<file path="src/logic/clock_ctrl_pkg.sv">
package clock_ctrl_pkg;

  // ****************************************************************
  // Register indices; the byte address on the bus is four times these.
  // ****************************************************************
  localparam logic [15:0] IDX_INTERNAL_OSC_CONTROL       = 16'h50C0;
  localparam logic [15:0] IDX_EXTERNAL_OSC_CONTROL       = 16'h50C1;
  localparam logic [15:0] IDX_PERIPHERAL_CLOCK_GATE_FIRST = 16'h50C7;
  localparam logic [15:0] IDX_CLOCK_SWITCH_CONTROL       = 16'h50C8;
  localparam int          ADR_W                          = 18;

  // ****************************************************************
  // Reset values.
  // ****************************************************************
  localparam logic [7:0] RST_INTERNAL_OSC_CONTROL = 8'h01;
  localparam logic [7:0] RST_EXTERNAL_OSC_CONTROL = 8'h00;
  localparam logic [7:0] RST_PERIPH_GATE          = 8'hFF;
  localparam logic [7:0] RST_SWITCH_CONTROL       = 8'h03;

  // ****************************************************************
  // Field positions.
  // ****************************************************************
  localparam int ICTL_FAST_EN   = 0;
  localparam int ICTL_FAST_RDY  = 1;
  localparam int ICTL_SLOW_RDY  = 4;
  localparam int ECTL_XTAL_EN   = 0;
  localparam int ECTL_XTAL_RDY  = 1;
  localparam int SW_REQ_LO      = 0;
  localparam int SW_CUR_LO      = 2;
  localparam int SW_MON_EN      = 4;
  localparam int SW_FAIL        = 5;
  localparam int GATE_TIMER_ONE            = 7;
  localparam int GATE_TIMER_THREE          = 6;
  localparam int GATE_TIMER_TWO            = 5;
  localparam int GATE_TIMER_FOUR           = 4;
  localparam int GATE_LIN_SERIAL           = 3;
  localparam int GATE_SYNC_ASYNC_SERIAL    = 2;
  localparam int GATE_SPI                  = 1;
  localparam int GATE_I2C                  = 0;

  // ****************************************************************
  // Source codes as software sees them.
  // ****************************************************************
  localparam logic [1:0] CODE_FAST     = 2'h0;
  localparam logic [1:0] CODE_SLOW     = 2'h1;
  localparam logic [1:0] CODE_XTAL     = 2'h2;
  localparam logic [1:0] CODE_FALLBACK = 2'h3;

  typedef enum logic [3:0] {
    SRC_FAST     = 4'b0001,
    SRC_SLOW     = 4'b0010,
    SRC_XTAL     = 4'b0100,
    SRC_FALLBACK = 4'b1000
  } source_t;

  // ****************************************************************
  // Timing.
  // ****************************************************************
  localparam int CORE_CLK_KHZ       = 200000;
  localparam int SLOW_OSC_KHZ       = 128;
  localparam int FAST_OSC_KHZ       = 16000;
  localparam int FALLBACK_DIVIDE    = 8;
  localparam int XTAL_MIN_KHZ       = 1000;
  localparam int XTAL_MAX_KHZ       = 24000;
  localparam int SLOW_DIV_CYCLES    = CORE_CLK_KHZ / SLOW_OSC_KHZ;
  localparam int FAST_DIV_CYCLES    = CORE_CLK_KHZ / FAST_OSC_KHZ;
  localparam int XTAL_TIMEOUT_CYCLES = 2 * ((CORE_CLK_KHZ + XTAL_MIN_KHZ - 1) / XTAL_MIN_KHZ);

endpackage

</file>
<file path="src/logic/clock_control.sv">
`timescale 1ns/100ps
// Functional notes
// - A slow internal oscillator tick runs at 128 kHz independent of the selected system source.
// - The slow oscillator tick clocks the watchdog and the auto wakeup timer.
// - The slow oscillator may become the system clock only when the option byte allows it.
// - The crystal oscillator, 1 to 24 MHz, may be selected as the system clock source.
// - A detected crystal failure raises an interrupt.
// - A detected crystal failure switches the system clock to the fast internal oscillator over eight.
// - Gate bits 7..0 map to timer one, three, two, four, LIN serial, USART, SPI and I2C.
module clock_control (
  input  wire logic                                core_clk,
  input  wire logic                                rst_n,
  input  wire logic                                wb_cyc_i,
  input  wire logic                                wb_stb_i,
  input  wire logic                                wb_we_i,
  input  wire logic [clock_ctrl_pkg::ADR_W-1:0]    wb_adr_i,
  input  wire logic [3:0]                          wb_sel_i,
  input  wire logic [31:0]                         wb_dat_i,
  output logic      [31:0]                         wb_dat_o,
  output logic                                     wb_ack_o,
  input  wire logic                                osc_input_pin,
  input  wire logic                                slow_osc_sysclk_allow,
  output logic                                     sys_clk_en,
  output logic      [3:0]                          sys_source,
  output logic                                     watchdog_clk_en,
  output logic                                     auto_wakeup_clk_en,
  output logic      [7:0]                          periph_clk_en,
  output logic                                     clock_failure_irq
);

  // ****************************************************************
  // Oscillator dividers.
  // ****************************************************************
  localparam logic [10:0] SLOW_LAST = 11'(clock_ctrl_pkg::SLOW_DIV_CYCLES - 1);
  localparam logic [3:0]  FAST_LAST = 4'(clock_ctrl_pkg::FAST_DIV_CYCLES - 1);
  localparam logic [2:0]  FB_LAST   = 3'(clock_ctrl_pkg::FALLBACK_DIVIDE - 1);
  localparam logic [9:0]  XTAL_TMO  = 10'(clock_ctrl_pkg::XTAL_TIMEOUT_CYCLES);

  if (clock_ctrl_pkg::SLOW_DIV_CYCLES > 2048 || clock_ctrl_pkg::FAST_DIV_CYCLES > 16 ||
      clock_ctrl_pkg::XTAL_TIMEOUT_CYCLES > 1023 || clock_ctrl_pkg::FAST_DIV_CYCLES < 1) begin : g_div_fit
    $error("clock_control: divider constants do not fit the counters");
  end

  logic [10:0] slow_cnt;
  logic        slow_tick;
  logic [3:0]  fast_cnt;
  logic        fast_tick;
  logic [2:0]  fb_cnt;
  logic        fb_tick;
  logic        fast_en;
  logic        fast_run;
  clock_ctrl_pkg::source_t cur_src;

  // The slow oscillator never stops, so the watchdog keeps counting whatever the system source does.
  assign slow_tick = (slow_cnt == SLOW_LAST);
  assign fast_run  = fast_en || cur_src == clock_ctrl_pkg::SRC_FAST || cur_src == clock_ctrl_pkg::SRC_FALLBACK;
  assign fast_tick = fast_run && (fast_cnt == FAST_LAST);
  assign fb_tick   = fast_tick && (fb_cnt == FB_LAST);

  always_ff @(posedge core_clk or negedge rst_n) begin
    if (!rst_n) begin
      slow_cnt <= 11'h000;
      fast_cnt <= 4'h0;
      fb_cnt   <= 3'h0;
      watchdog_clk_en    <= 1'b0;
      auto_wakeup_clk_en <= 1'b0;
    end else begin
      slow_cnt <= slow_tick ? 11'h000 : slow_cnt + 11'h001;
      if (fast_run)
        fast_cnt <= (fast_cnt == FAST_LAST) ? 4'h0 : fast_cnt + 4'h1;
      if (fast_tick)
        fb_cnt <= fb_cnt + 3'h1;
      watchdog_clk_en    <= slow_tick;
      auto_wakeup_clk_en <= slow_tick;
    end
  end

  // ****************************************************************
  // Crystal input: synchroniser, edge detect and activity timeout.
  // ****************************************************************
  logic       xtal_s1;
  logic       xtal_s2;
  logic       xtal_s3;
  logic       xtal_edge;
  logic [9:0] xtal_idle;
  logic       xtal_seen;
  logic       xtal_en;
  logic       xtal_rdy;
  logic       xtal_lost;

  assign xtal_edge = xtal_s2 && !xtal_s3;
  assign xtal_lost = (xtal_idle == XTAL_TMO);
  assign xtal_rdy  = xtal_en && xtal_seen && !xtal_lost;

  always_ff @(posedge core_clk or negedge rst_n) begin
    if (!rst_n) begin
      xtal_s1   <= 1'b0;
      xtal_s2   <= 1'b0;
      xtal_s3   <= 1'b0;
      xtal_idle <= 10'h000;
      xtal_seen <= 1'b0;
    end else begin
      xtal_s1 <= osc_input_pin;
      xtal_s2 <= xtal_s1;
      xtal_s3 <= xtal_s2;
      if (!xtal_en || xtal_edge)
        xtal_idle <= 10'h000;
      else if (!xtal_lost)
        xtal_idle <= xtal_idle + 10'h001;
      xtal_seen <= xtal_en && (xtal_seen || xtal_edge);
    end
  end

  // ****************************************************************
  // Wishbone slave and registers.
  // ****************************************************************
  logic       req;
  logic       wr_now;
  logic [15:0] idx;
  logic       hit_ictl;
  logic       hit_ectl;
  logic       hit_gate;
  logic       hit_sw;
  logic [7:0] gate;
  logic       mon_en;
  logic       fail_flag;
  logic       allow_q;
  logic       allow_loaded;
  logic [1:0] cur_code;
  logic [7:0] rd_byte;
  logic       fail_event;
  logic       sw_write;
  logic [1:0] sw_req;
  logic       req_legal;

  assign req      = wb_cyc_i && wb_stb_i;
  assign idx      = wb_adr_i[17:2];
  assign hit_ictl = (idx == clock_ctrl_pkg::IDX_INTERNAL_OSC_CONTROL);
  assign hit_ectl = (idx == clock_ctrl_pkg::IDX_EXTERNAL_OSC_CONTROL);
  assign hit_gate = (idx == clock_ctrl_pkg::IDX_PERIPHERAL_CLOCK_GATE_FIRST);
  assign hit_sw   = (idx == clock_ctrl_pkg::IDX_CLOCK_SWITCH_CONTROL);
  assign wr_now   = req && wb_we_i && wb_ack_o && wb_sel_i[0];
  assign sw_write = wr_now && hit_sw;
  assign sw_req   = wb_dat_i[clock_ctrl_pkg::SW_REQ_LO +: 2];

  function automatic logic [1:0] encode_source(input clock_ctrl_pkg::source_t s);
    case (s)
      clock_ctrl_pkg::SRC_FAST:     encode_source = clock_ctrl_pkg::CODE_FAST;
      clock_ctrl_pkg::SRC_SLOW:     encode_source = clock_ctrl_pkg::CODE_SLOW;
      clock_ctrl_pkg::SRC_XTAL:     encode_source = clock_ctrl_pkg::CODE_XTAL;
      default:                      encode_source = clock_ctrl_pkg::CODE_FALLBACK;
    endcase
  endfunction

  assign cur_code = encode_source(cur_src);
  assign rd_byte  = hit_ictl ? {3'b000, 1'b1, 2'b00, fast_run, fast_en} :
                    hit_ectl ? {6'b000000, xtal_rdy, xtal_en} :
                    hit_gate ? gate :
                    hit_sw   ? {2'b00, fail_flag, mon_en, cur_code, cur_code} : 8'h00;

  always_ff @(posedge core_clk or negedge rst_n) begin
    if (!rst_n) begin
      wb_ack_o <= 1'b0;
      wb_dat_o <= 32'h0000_0000;
    end else begin
      wb_ack_o <= req && !wb_ack_o;
      if (req && !wb_ack_o)
        wb_dat_o <= {24'h00_0000, rd_byte};
    end
  end

  always_ff @(posedge core_clk or negedge rst_n) begin
    if (!rst_n) begin
      fast_en <= clock_ctrl_pkg::RST_INTERNAL_OSC_CONTROL[clock_ctrl_pkg::ICTL_FAST_EN];
      xtal_en <= clock_ctrl_pkg::RST_EXTERNAL_OSC_CONTROL[clock_ctrl_pkg::ECTL_XTAL_EN];
      gate    <= clock_ctrl_pkg::RST_PERIPH_GATE;
      mon_en  <= clock_ctrl_pkg::RST_SWITCH_CONTROL[clock_ctrl_pkg::SW_MON_EN];
    end else begin
      if (wr_now && hit_ictl)
        fast_en <= wb_dat_i[clock_ctrl_pkg::ICTL_FAST_EN];
      if (wr_now && hit_ectl)
        xtal_en <= wb_dat_i[clock_ctrl_pkg::ECTL_XTAL_EN];
      if (wr_now && hit_gate)
        gate <= wb_dat_i[7:0];
      if (sw_write)
        mon_en <= wb_dat_i[clock_ctrl_pkg::SW_MON_EN];
    end
  end

  // The option byte level is caught once, after reset has released.
  always_ff @(posedge core_clk or negedge rst_n) begin
    if (!rst_n) begin
      allow_q      <= 1'b0;
      allow_loaded <= 1'b0;
    end else if (!allow_loaded) begin
      allow_q      <= slow_osc_sysclk_allow;
      allow_loaded <= 1'b1;
    end
  end

  // ****************************************************************
  // Source switch and failure monitor.
  // ****************************************************************
  assign fail_event = mon_en && xtal_en && cur_src == clock_ctrl_pkg::SRC_XTAL && xtal_lost;
  assign req_legal  = (sw_req == clock_ctrl_pkg::CODE_FAST && fast_en) ||
                      (sw_req == clock_ctrl_pkg::CODE_SLOW && allow_q) ||
                      (sw_req == clock_ctrl_pkg::CODE_XTAL && xtal_rdy) ||
                      (sw_req == clock_ctrl_pkg::CODE_FALLBACK);

  always_ff @(posedge core_clk or negedge rst_n) begin
    if (!rst_n) begin
      cur_src   <= clock_ctrl_pkg::SRC_FALLBACK;
      fail_flag <= 1'b0;
    end else begin
      // A failure outranks a software switch issued in the same cycle, and its flag wins over the clear.
      if (fail_event)
        cur_src <= clock_ctrl_pkg::SRC_FALLBACK;
      else if (sw_write && req_legal) begin
        case (sw_req)
          clock_ctrl_pkg::CODE_FAST: cur_src <= clock_ctrl_pkg::SRC_FAST;
          clock_ctrl_pkg::CODE_SLOW: cur_src <= clock_ctrl_pkg::SRC_SLOW;
          clock_ctrl_pkg::CODE_XTAL: cur_src <= clock_ctrl_pkg::SRC_XTAL;
          default:                   cur_src <= clock_ctrl_pkg::SRC_FALLBACK;
        endcase
      end
      if (fail_event)
        fail_flag <= 1'b1;
      else if (sw_write && wb_dat_i[clock_ctrl_pkg::SW_FAIL])
        fail_flag <= 1'b0;
    end
  end

  // ****************************************************************
  // System tick and peripheral gates.
  // ****************************************************************
  logic sel_tick;

  assign sel_tick = (cur_src == clock_ctrl_pkg::SRC_FAST     && fast_tick) ||
                    (cur_src == clock_ctrl_pkg::SRC_SLOW     && slow_tick) ||
                    (cur_src == clock_ctrl_pkg::SRC_XTAL     && xtal_edge) ||
                    (cur_src == clock_ctrl_pkg::SRC_FALLBACK && fb_tick);

  // Gating a one-cycle enable rather than a clock wire cannot produce a runt pulse.
  always_ff @(posedge core_clk or negedge rst_n) begin
    if (!rst_n) begin
      sys_clk_en    <= 1'b0;
      periph_clk_en <= 8'h00;
    end else begin
      sys_clk_en    <= sel_tick;
      periph_clk_en <= gate & {8{sel_tick}};
    end
  end

  assign sys_source        = cur_src;
  assign clock_failure_irq = fail_flag;

  logic [10:0] gap;
  logic        gap_valid;
  always_ff @(posedge core_clk or negedge rst_n) begin
    if (!rst_n) begin
      gap       <= 11'h000;
      gap_valid <= 1'b0;
    end else begin
      gap       <= slow_tick ? 11'h000 : gap + 11'h001;
      gap_valid <= gap_valid || slow_tick;
    end
  end
endmodule

</file>
<file path="config.mk">
export PLATFORM = sky130hd
export DESIGN_NAME = clock_control
export DESIGN_NICKNAME = d
export VERILOG_FILES = /design/src/logic/clock_ctrl_pkg.sv /design/src/logic/clock_control.sv
export SDC_FILE = /design/constraint.sdc
export NUM_CORES = 1
export LEC_CHECK = 0
export BUFFER_PORTS_ARGS = -buffer_cell sky130_fd_sc_hd__buf_2
export CORE_AREA = 2 2 118 91
export CTS_CLUSTER_DIAMETER = 50
export CTS_CLUSTER_SIZE = 25
export DETAILED_ROUTE_END_ITERATION = 6
export DIE_AREA = 0 0 120 93
export SYNTH_ARGS = -nofsm -noshare
export SYNTH_HDL_FRONTEND = slang
export SYNTH_SLANG_ARGS = --single-unit
</file>
<file path="constraint.sdc">
create_clock -name core_clk -period 4.95 [get_ports core_clk]
set_input_delay 0.7425 -clock core_clk [delete_from_list [all_inputs] [get_ports core_clk]]
set_output_delay 0.7425 -clock core_clk [all_outputs]
set_load 0.01 [all_outputs]
</file>
==> results.txt, run 1 <==
The kind of end point of the critical path is a flip-flop. The quantity of gates resized following cts came out at 0. The detailed-route wire length per cell is 13.5 µm. The tool flagged a number of max-cap violations equal to 0. The initial antenna violation count is 0. Setup repair after global routing left no endpoint under its margin.

The post-detailed-placement half-perimeter wirelength came out at 5.08 mm. The height of the die came out at 93 µm. The root buffer cell chosen for the clock tree is sky130_fd_sc_hd__clkbuf_16. The hold-fix buffer count after cts came out at 0. The multi-input gate area in the final layout came out at 1530 µm².

The number of global-route vias before repair came to 2,394. The cell area that synthesis handed to floorplanning was 3430 µm². In the final layout, flip-flops and latches occupy 1740 µm². The number of nets in the finished design came out at 441. The async set or reset register ratio after synthesis came out at 1.00. The effective utilization at floorplan came out at 0.341. The endpoint required time on the critical path is 5.20 ns.

After layout, the minimum clock period comes to 2.02 ns. Synthesis instantiated 57 different standard cells from the library. The maximum number of pins on one net before global-route repair came out at 41.

After clock tree synthesis, the setup repair step added 0 buffers. The start-to-end type of the worst setup path is in2reg. Sorting the synthesized cells by area gives the leading types as sky130_fd_sc_hd__dfrtp_1 (43%), sky130_fd_sc_hd__dfstp_2 (7.7%), sky130_fd_sc_hd__buf_4 (5.5%), sky130_fd_sc_hd__mux2_1 (3.9%), sky130_fd_sc_hd__nor2_1 (3.6%). The CTS tree is built. The remaining antenna violation count is 0. The power after layout is 1.34 mW. The arrival time of data at the critical path endpoint came out at 2.27 ns. The detailed-route wire length is 6.95 mm. The highest ir drop seen on vdd is 207 µV. The final global-route overflow total came out at 0. The number of design rule violations left after detail routing came out at 0. The total count of hold-check failures in the final report came out at 0. The flow ran to the end, and the final reports show no timing, DRC or antenna violations. The cell type with the highest aggregate area in the netlist is sky130_fd_sc_hd__dfrtp_1.

Counting flops with a built-in enable in the synthesized netlist gives 0. The area inside the core boundary came out at 10,000 µm². The critical-path maximum fanout is 8. The clock reaches the later pin of the worst-skew pair after 0.33 ns.

The first global-routing pass estimated 11.8 mm of wire. The worst-case clock skew is 0.00604 ns. The max-slew violation total from the final report is 0.

The detailed router finished its first iteration with 104 violations. Synthesis inferred 69 register bits. In the final timing run, aggregate negative setup slack is 0 ns.

The worst setup path is launched from an input port. The worst pin sits at a relative slew slack of 0.393. The synthesized instance count came out at 315. The number of search-and-repair iterations in the first detailed-routing pass came out at 4. The final setup violation count is 0.

The die covers 11,200 µm². The number of input and output port buffers inserted is 56. In the finished design, the share of the clock period the worst path needs comes to 0.409. The via density per instance came out at 4.60.

Across all layers, the routed design uses 2,362 vias. The number of antenna cells inserted came out at 0. The count of fill cells added during filler insertion is 966.

The library cell contributing the largest single delay on the critical path is sky130_fd_sc_hd__nor2_2. In this run the mean area of a mapped cell was 10.9 µm². Of the cells placed in the final design, the portion with a size suffix greater than 1 is 0.265. The tree built by TritonCTS fans out to 69 sinks.

The clock transition at the register clock pins on the worst setup and hold paths after CTS came out at 0.06 ns. The global routing usage summed across all routing layers came out at 0.136. The min-delay analysis places its worst path in the category reg2reg. The routability congestion estimate came out at 0.769. Compared with the post-synthesis result, the final layout area differs by 18.5%. The power density relative to cell area is 331 nW/µm². On the worst path, the slowest cell contributes a delay of 0.42 ns.

The count of yosys warnings during synthesis is 0. 110 I/O pins were placed. The register area share after synthesis is 0.507. The count of standard-cell rows came out at 32. In this run the static leakage power is 1.82 nW. Of the post-synthesis cell area, the dominant cell type holds 0.430.

The most used flip-flop cell after synthesis is sky130_fd_sc_hd__dfrtp_1. The deepest level of the CTS H-tree came out at 3. Walking the worst path, the cells encountered are buf_2, nor4_2, nand4_1, nor2_2, mux2_1. The number of buffers created by CTS came out at 9. For the pin with the worst max-slew slack, the measured transition is 0.910 ns. The peak clock frequency supported by timing came out at 494 MHz. The floorplan die width is 120 µm. The maximum buffer depth of the clock tree is 2.
## final cells by class
cell class	count	share of cell area
repair buffers	57	0.0708
clock buffers	10	0.0588
clock inverters	5	0.0185
inverters	7	0.00646
well taps	136	0.0419
flip-flops and latches	69	0.428
multi-input cells	229	0.376
## final timing paths
path | depth (start not counted) | end | start | slack (ns)
setup reg to reg | 7 | sys_source[3] | xtal_idle[0] | 2.97
hold reg to reg | 0 | xtal_s2 | xtal_s1 | 0.36
max in group asynchronous | 2 | gate[5] | rst_n | 3.44
hold / removal | 0 | xtal_s2 | xtal_s1 | 0.36
setup / recovery | 5 | gate[7] | wb_adr_i[11] | 2.93
min in group asynchronous | 1 | slow_cnt[2] | rst_n | 0.56
## power by group
| part | internal (mW) | switching [mW] |
|---|---|---|
| registers | 0.581 | 0.0108 |
| logic | 0.0301 | 0.0465 |
| clock network | 0.449 | 0.227 |
## logic make-up after synthesis
group | share of synthesized area
AO/OA/AOI/OAI | 0.0686
XOR/XNOR | 0.0562
adder cells (fa/ha/maj) | 0.0255
buffers and inverters | 0.0726
flip-flops | 0.507
multiplexers | 0.0620
other | 0.00219
AND/OR/NAND/NOR | 0.206
## sequential cells by signal (all words and copies together), names as in the netlist, 3 cells and up
name / cells
periph_clk_en: 8
gate: 8
slow_cnt: 11
wb_dat_o: 8
sys_source: 4
fast_cnt: 4
xtal_idle: 10
fb_cnt: 3
## metrics by stage
stage          cell area [µm²]  hold slack (ns)  worst slack (ns)  instances  utilization
2_1_floorplan             3520            0.331              2.88        338            -
3_3_place_gp              3750            0.355              2.56        498        0.373
3_5_place_dp              3750            0.360              2.53        498        0.373
4_1_cts                   4070            0.372              2.89        513        0.405
5_1_grt                   4070            0.380              2.81        513        0.405
6_report                  4070            0.364              2.93        513        0.405
## cell usage after synthesis (7+ instances only)
master and instances:
sky130_fd_sc_hd__nor2_1 33, sky130_fd_sc_hd__dfstp_2 10, sky130_fd_sc_hd__o21ai_0 7, sky130_fd_sc_hd__inv_1 7
sky130_fd_sc_hd__nand2_1 19, sky130_fd_sc_hd__xnor2_1 11, sky130_fd_sc_hd__xor2_1 11, sky130_fd_sc_hd__and2_1 10
sky130_fd_sc_hd__mux2_1 12, sky130_fd_sc_hd__dfrtp_1 59, sky130_fd_sc_hd__buf_4 25, sky130_fd_sc_hd__o21ai_1 8
sky130_fd_sc_hd__nand3_1 13, sky130_fd_sc_hd__ha_1 7
## per-layer routing
metal  share of wire  GRT usage  up-vias
met5               0          0        -
met4           0.013     0.0412        0
met3           0.069     0.0512        7
met2            0.45      0.208       64
met1            0.47      0.178     1139
li1                -          -     1152
## cells in the final DEF, fill, tap and decap left out, types with 11 or more instances in the layout
| cell type | n |
|---|---|
| sky130_fd_sc_hd__dfrtp_1 | 59 |
| sky130_fd_sc_hd__buf_2 | 56 |
| sky130_fd_sc_hd__nor2_1 | 33 |
| sky130_fd_sc_hd__conb_1 | 25 |
| sky130_fd_sc_hd__nand2_1 | 19 |
| sky130_fd_sc_hd__nand3_1 | 13 |
| sky130_fd_sc_hd__mux2_1 | 12 |
| sky130_fd_sc_hd__xnor2_1 | 11 |
| sky130_fd_sc_hd__xor2_1 | 11 |
## worst max-delay path: cells and delay by family
kind | cells | cell delay, ns
mux | 1 | 0.38
buf+inv | 1 | 0.10
simple gates | 3 | 1.05
Power figures use the tool's default switching activity.
==> run 2, diff against run 1 <==
Clock period 4.95 ns to 1.75 ns, I/O delays scaled along.
==> results.txt, run 2 (synthesis results as in run 1) <==
The flow ran to the end, and the final reports show no timing, DRC or antenna violations. The summed negative setup slack over all endpoints is 0 ns (unchanged). The number of vias in the routed layout came out at 2,513 (+6.4%). The area inside the core boundary was 10,000 µm² (unchanged). The arrival time of data at the critical path endpoint was 1.87 ns (-0.40 ns). The floorplan die width came out at 120 µm (unchanged). The power after layout came out at 3.80 mW (+180%). TritonCTS built the clock tree. The number of search-and-repair iterations in the first detailed-routing pass is 4 (unchanged). The maximum buffer depth of the clock tree is 2 (unchanged).

The flip-flop count of the largest register, all copies and words added is 11 (unchanged). The number of maximum-capacitance constraint violations was 0 (unchanged). The area of all placed cells without fillers came to 4330 µm² (+6.6%). Based on the critical path, the design can be clocked at up to 604 MHz. The deepest level of the CTS H-tree is 3 (unchanged). The class of the tightest hold or removal check is in2reg. The initial antenna violation count is 0 (unchanged). Traced cell by cell, the critical path runs through or3b_1, and2_1, a21boi_0, buf_4, o21ai_1, o21ai_1. The worst-case clock skew came out at 0.00682 ns (+0.000786 ns). The number of antenna cells inserted came out at 0 (unchanged).

The combined buffer and inverter count along the critical path is 1 (unchanged). The clock transition at the register clock pins on the worst setup and hold paths after CTS is 0.05 ns (about the same). The remaining antenna violation count came to 0 (unchanged). The largest registers in the layout are slow_cnt x11, xtal_idle x10.

The via density per instance is 4.64 (+0.70%). The global-route wire length before repair came out at 12.0 mm (+1.0%). Leaving out fill and tap cells, the most frequent cells in the layout are sky130_fd_sc_hd__dfrtp_1 (58), sky130_fd_sc_hd__buf_2 (56), sky130_fd_sc_hd__nor2_1 (33). The endpoint required time on the critical path came out at 1.96 ns (-3.24 ns). STA classifies the critical path endpoint as a flip-flop.

The power density relative to cell area was 876 nW/µm² (+160%). The highest ir drop seen on vdd is 448 µV (+120%). The count of standard-cell rows came to 32 (unchanged). On the critical path the largest part of the delay comes from flip-flops.

The post-detailed-placement half-perimeter wirelength was 5.25 mm (+3.3%). The global routing usage summed across all routing layers is 0.139 (+0.00342). The cell that appears most often on the critical path is sky130_fd_sc_hd__o21ai_1.

The final setup violation count is 0 (unchanged). The total count of hold-check failures in the final report is 0 (unchanged). The fraction of the core area covered by cells at the end of the flow is 0.431 (+0.0268).

slow_cnt holds more flip-flops than any other register. The minimum period implied by the final worst setup slack is 1.66 ns. The number of nets in the finished design is 469 (+6.3%).

The effective utilization at floorplan is 0.341 (unchanged). The area enclosed by the die boundary is 11,200 µm² (unchanged). The detailed-route wire length per cell came out at 13.2 µm (-2.6%). From synthesis to final layout, the design area changed by 26.4%. The DRC marker count from the first detailed-route iteration is 125 (+20%). The post-placement cell area is 3960 µm² (+5.7%). The critical path is of the reg2reg type. The height of the die is 93 µm (unchanged). The final cycle utilization of the critical path came out at 0.946. The biggest cell delay along the critical path came out at 0.54 ns (+0.12 ns). The insertion delay to the later sink of the worst-skew pair came out at 0.33 ns (about the same).

The number of sinks driven by the clock tree came out at 69 (unchanged). The number of buffers created by CTS is 9 (unchanged). The max-slew violation total from the final report came out at 0 (unchanged). The number of input and output port buffers inserted is 56 (unchanged).

The static power due to leakage came out at 1.97 nW (+8.4%). The setup slack of the most critical reg-to-reg path was 0.09 ns (-2.88 ns). The minimum hold slack is 0.0407 ns (-0.324 ns). The number of top-level design ports is 110 (unchanged). The ratio of cells with drive above 1 in the final layout is 0.328 (+0.0623). The detailed-route wire length came out at 7.15 mm (+2.9%). The maximum number of pins on one net before global-route repair came out at 70 (+71%). The final global-route overflow total came out at 0 (unchanged). The slowest stage of the critical path is the sky130_fd_sc_hd__dfstp_2 cell. The clock root buffer is sky130_fd_sc_hd__clkbuf_16. The number of design rule violations left after detail routing is 0 (unchanged).

The library cell used most frequently in the layout, excluding fill and tap cells, is sky130_fd_sc_hd__dfrtp_1. The number of global-route vias before repair is 2,387 (-0.29%). Setup repair after global routing left no endpoint under its margin. The critical-path maximum fanout came out at 3 (-5). The routability congestion estimate is 0.802 (+4.2%). STA classifies the critical path startpoint as a flip-flop.
==> run 2: cell types whose count changed in the layout (fill, tap and decap cells not counted), moves of 2 or more <==
| cell | previous run | this run |
|---|---|---|
| sky130_fd_sc_hd__inv_2 | 0 | 2 |
| sky130_fd_sc_hd__clkbuf_1 | 0 | 2 |
| sky130_fd_sc_hd__buf_4 | 1 | 25 |
| sky130_fd_sc_hd__inv_1 | 7 | 5 |
| sky130_fd_sc_hd__buf_12 | 0 | 2 |
==> run 2: report_power, final <==
part / leakage, nW / total (mW) / switching [mW] / internal (mW)
clock network: 0.153 / 1.89 / 0.654 / 1.24
logic: 0.947 / 0.230 / 0.132 / 0.0976
registers: 0.875 / 1.67 / 0.0284 / 1.64
==> run 2: final timing paths <==
kind	from	to	cells after the start
max in group asynchronous	rst_n	gate[7]	3
max reg2reg	fast_en	sys_source[0]	6
min in group asynchronous	rst_n	auto_wakeup_clk_en	3
min	osc_input_pin	xtal_s1	1
max	fast_en	sys_source[0]	6
min reg2reg	xtal_s1	xtal_s2	0
==> run 2: area by class of cell <==
| type | count | area, µm² |
|---|---|---|
| tap | 136 | 170 |
| fill | 982 | 5720 |
| clock buffer | 11 | 233 |
| clock inverter | 5 | 75.1 |
| inverter | 7 | 26.3 |
| multi-input combinational | 229 | 1560 |
| sequential | 69 | 1740 |
| timing repair buffer | 85 | 529 |
==> run 2: repair_timing <==
action	in CTS	in global routing
pin swaps	1	1
endpoints found under the setup margin	5	14
hold endpoints to repair	59	0
gates resized for setup	0	10
buffers inserted	1	1
hold buffers	1	0
==> run 2: routing by layer <==
layer / routed length (µm) / vias to the layer above / track usage
li1: - / 1208 / -
met1: 3370 / 1208 / 0.193
met2: 3020 / 84 / 0.196
met3: 646 / 13 / 0.0543
met4: 108 / 0 / 0.0500
met5: 0 / - / 0
==> run 2: stage by stage <==
stage,setup slack (ns),std cells
finish,0.0943,542
CTS,0.0367,541
global route,0.0116,542
global placement,-0.00791,523
detailed placement,-0.0192,523
floorplan,0.00436,338
==> run 3, diff against run 2 <==
Settings changed: BUFFER_PORTS_ARGS -buffer_cell sky130_fd_sc_hd__buf_2 to not set, CTS_CLUSTER_SIZE 25 to not set, DONT_BUFFER_PORTS set to 1.
==> results.txt, run 3 (synthesis results as in run 1) <==
The run finished, with violations left. The checks that failed: negative hold slack. The number of buffers created by CTS is 9 (unchanged).

The arrival time of data at the critical path endpoint was 1.91 ns (+0.04 ns). Counting flops per register, the top entry is slow_cnt. The effective utilization at floorplan is 0.341 (unchanged). The layout overhead on the synthesized area is 17.0%. The critical-path maximum fanout is 3 (unchanged).

The total count of hold-check failures in the final report is 69 (+69). The final global-route overflow total was 0 (unchanged). The worst-case clock skew is 0.00689 ns (+0.0000635 ns). The number of antenna cells inserted was 0 (unchanged). The startpoint class of the critical path is a flip-flop. The cell sitting at the root of the clock tree is a sky130_fd_sc_hd__clkbuf_16. The final setup violation count is 0 (unchanged). The placement-stage worst setup slack was -0.0209 ns (-0.00163 ns).

The routability congestion estimate came out at 0.836 (+4.3%). The flip-flop count of the largest register, all copies and words added came out at 11 (unchanged). The number of maximum-capacitance constraint violations is 0 (unchanged). The biggest cell delay along the critical path came out at 0.55 ns (about the same). The insertion delay to the later sink of the worst-skew pair came out at 0.33 ns (about the same). The area enclosed by the die boundary came out at 11,200 µm² (unchanged). The clock transition at the register clock pins on the worst setup and hold paths after CTS was 0.06 ns (about the same). The number of vias in the routed layout was 2,288 (-9.0%). The max-slew violation total from the final report came out at 0 (unchanged). The floorplan die width came out at 120 µm (unchanged). The number of sinks driven by the clock tree came out at 69 (unchanged). The initial antenna violation count is 0 (unchanged).

The static power due to leakage was 1.71 nW (-13%). The detailed-route wire length per cell is 14.4 µm (+8.9%). The worst setup path is captured at a flip-flop.

The number of search-and-repair iterations in the first detailed-routing pass came out at 4 (unchanged). The count of standard-cell rows is 32 (unchanged). The post-placement cell area is 3660 µm² (-7.6%). The final cycle utilization of the critical path came out at 0.954 (+0.00784). The path class of the tightest hold or removal check is in2async.

The start-to-end type of the worst setup path is reg2reg. The peak clock frequency supported by timing was 599 MHz (-0.82%). The least setup slack across all paths after layout came out at 0.0806 ns (-0.0137 ns). The highest ir drop seen on vdd came out at 530 µV (+18%). The hold-fix buffer count after cts came to 1 (unchanged). The number of cells on the worst reg-to-reg path is 6 (unchanged). The number of top-level design ports was 110 (unchanged). The library cells used most frequently in the layout, excluding fill and tap cells, are sky130_fd_sc_hd__dfrtp_1 (59), sky130_fd_sc_hd__nor2_1 (33), sky130_fd_sc_hd__buf_4 (26). The CTS tree is built.

The global-route wire length before repair came out at 11.4 mm (-4.5%). The detailed-route wire length is 6.96 mm (-2.6%). The largest registers in the layout are slow_cnt x11, xtal_idle x10.

The startpoint identified for the worst register-to-register timing path is fast_en. In this design, the largest share of critical-path delay is due to flip-flops. The remaining antenna violation count is 0 (unchanged). The post-detailed-placement half-perimeter wirelength is 5.08 mm (-3.2%).

The number of input and output port buffers inserted came out at 0 (-100%). The number of design rule violations left after detail routing is 0 (unchanged). The end of the worst register-to-register path is sys_source[3].

Leaving out fill and tap cells, the most frequent cell in the layout is sky130_fd_sc_hd__dfrtp_1. The area of all placed cells without fillers is 4010 µm² (-7.4%). The endpoint required time on the critical path is 1.99 ns (+0.03 ns). The number of global-route vias before repair is 2,162 (-9.4%). The area inside the core boundary is 10,000 µm² (unchanged).

The deepest level of the CTS H-tree came to 3 (unchanged). The combined buffer and inverter count along the critical path is 1 (unchanged). The maximum buffer depth of the clock tree came out at 2 (unchanged). The minimum period implied by the final worst setup slack came out at 1.67 ns (+0.0137 ns). The largest individual stage delay along the critical path comes from the cell sky130_fd_sc_hd__dfstp_2. The height of the die is 93 µm (unchanged). The power density relative to cell area came to 883 nW/µm² (+0.85%). The setup slack of the most critical reg-to-reg path came to 0.08 ns (about the same).

The maximum number of pins on one net before global-route repair was 70 (unchanged). The number of nets in the finished design is 412 (-12%). The via density per instance was 4.72 (+1.7%). Setup repair after global routing could not meet its margin everywhere. The minimum hold slack came to -0.378 ns (-0.419 ns). The DRC marker count from the first detailed-route iteration came out at 85 (-32%). The critical path goes through or3b_4, and2_1, a21boi_1, buf_4, o21ai_1, o211ai_1. The global routing usage summed across all routing layers is 0.134 (-0.00454). The power after layout is 3.54 mW (-6.6%). The ratio of cells with drive above 1 in the final layout came out at 0.226 (-0.101).
run 3: cell count changes in the layout (fill, tap and decap cells not counted), moves of 2 or more:
cell,change
sky130_fd_sc_hd__buf_2,-56
sky130_fd_sc_hd__clkbuf_1,-2
sky130_fd_sc_hd__clkbuf_8,+2
sky130_fd_sc_hd__clkinv_4,+2
sky130_fd_sc_hd__bufinv_16,-2
run 3: per-layer routing:
layer	wire (µm)	vias to the layer above	track usage
li1	-	1096	-
met1	3410	1117	0.189
met2	2840	67	0.179
met3	611	8	0.0567
met4	99	0	0.0559
met5	0	-	0
run 3: layout make-up:
class / count / area [µm²]
clock buffer: 11 / 253
tap: 136 / 170
timing repair buffer: 28 / 225
inverter: 7 / 26.3
clock inverter: 5 / 35.0
fill: 988 / 6040
sequential: 69 / 1740
multi-input combinational: 229 / 1560
run 3: worst register-to-register path: stages (launching register included):
cell	delay [ns]
sky130_fd_sc_hd__dfstp_2	0.55
sky130_fd_sc_hd__or3b_4	0.38
sky130_fd_sc_hd__and2_1	0.18
sky130_fd_sc_hd__a21boi_1	0.13
sky130_fd_sc_hd__buf_4	0.14
sky130_fd_sc_hd__o21ai_1	0.11
sky130_fd_sc_hd__o211ai_1	0.10
run 3: repair_timing:
item / CTS / global route
buffers inserted: 1 / 1
resized for setup: 1 / 10
hold endpoints to repair: 70 / 69
pin swaps: 1 / 3
setup endpoints to repair: 4 / 5
run 3: stage by stage:
stage,hold WS [ns],util,instances,setup TNS (ns)
finish,-0.378,0.399,485,0
detailed placement,-0.0305,0.365,466,-0.0260
global route,-0.394,0.399,485,-0.0206
global placement,-0.0300,0.365,466,-0.0108
floorplan,-0.0331,-,338,0
CTS,-0.392,0.395,484,0
run 3: power by group:
part	switching, mW	internal [mW]
Combinational	0.0674	0.0575
Clock	0.697	1.04
Sequential	0.0431	1.64
Total	0.807	2.74
run 3: worst max-delay path by stage:
stage | from | to | slack (ns) | cells after the start
6_report | fast_en | sys_source[3] | 0.08 | 6
5_1_grt | xtal_idle[1] | sys_source[0] | -0.02 | 8
4_1_cts | xtal_idle[1] | wb_dat_o[1] | 0.05 | 8
3_5_place_dp | xtal_idle[1] | sys_source[1] | -0.02 | 7
3_3_place_gp | xtal_idle[1] | sys_source[1] | -0.009 | 7
2_1_floorplan | sys_source[3] | fb_cnt[1] | 0.004 | 5
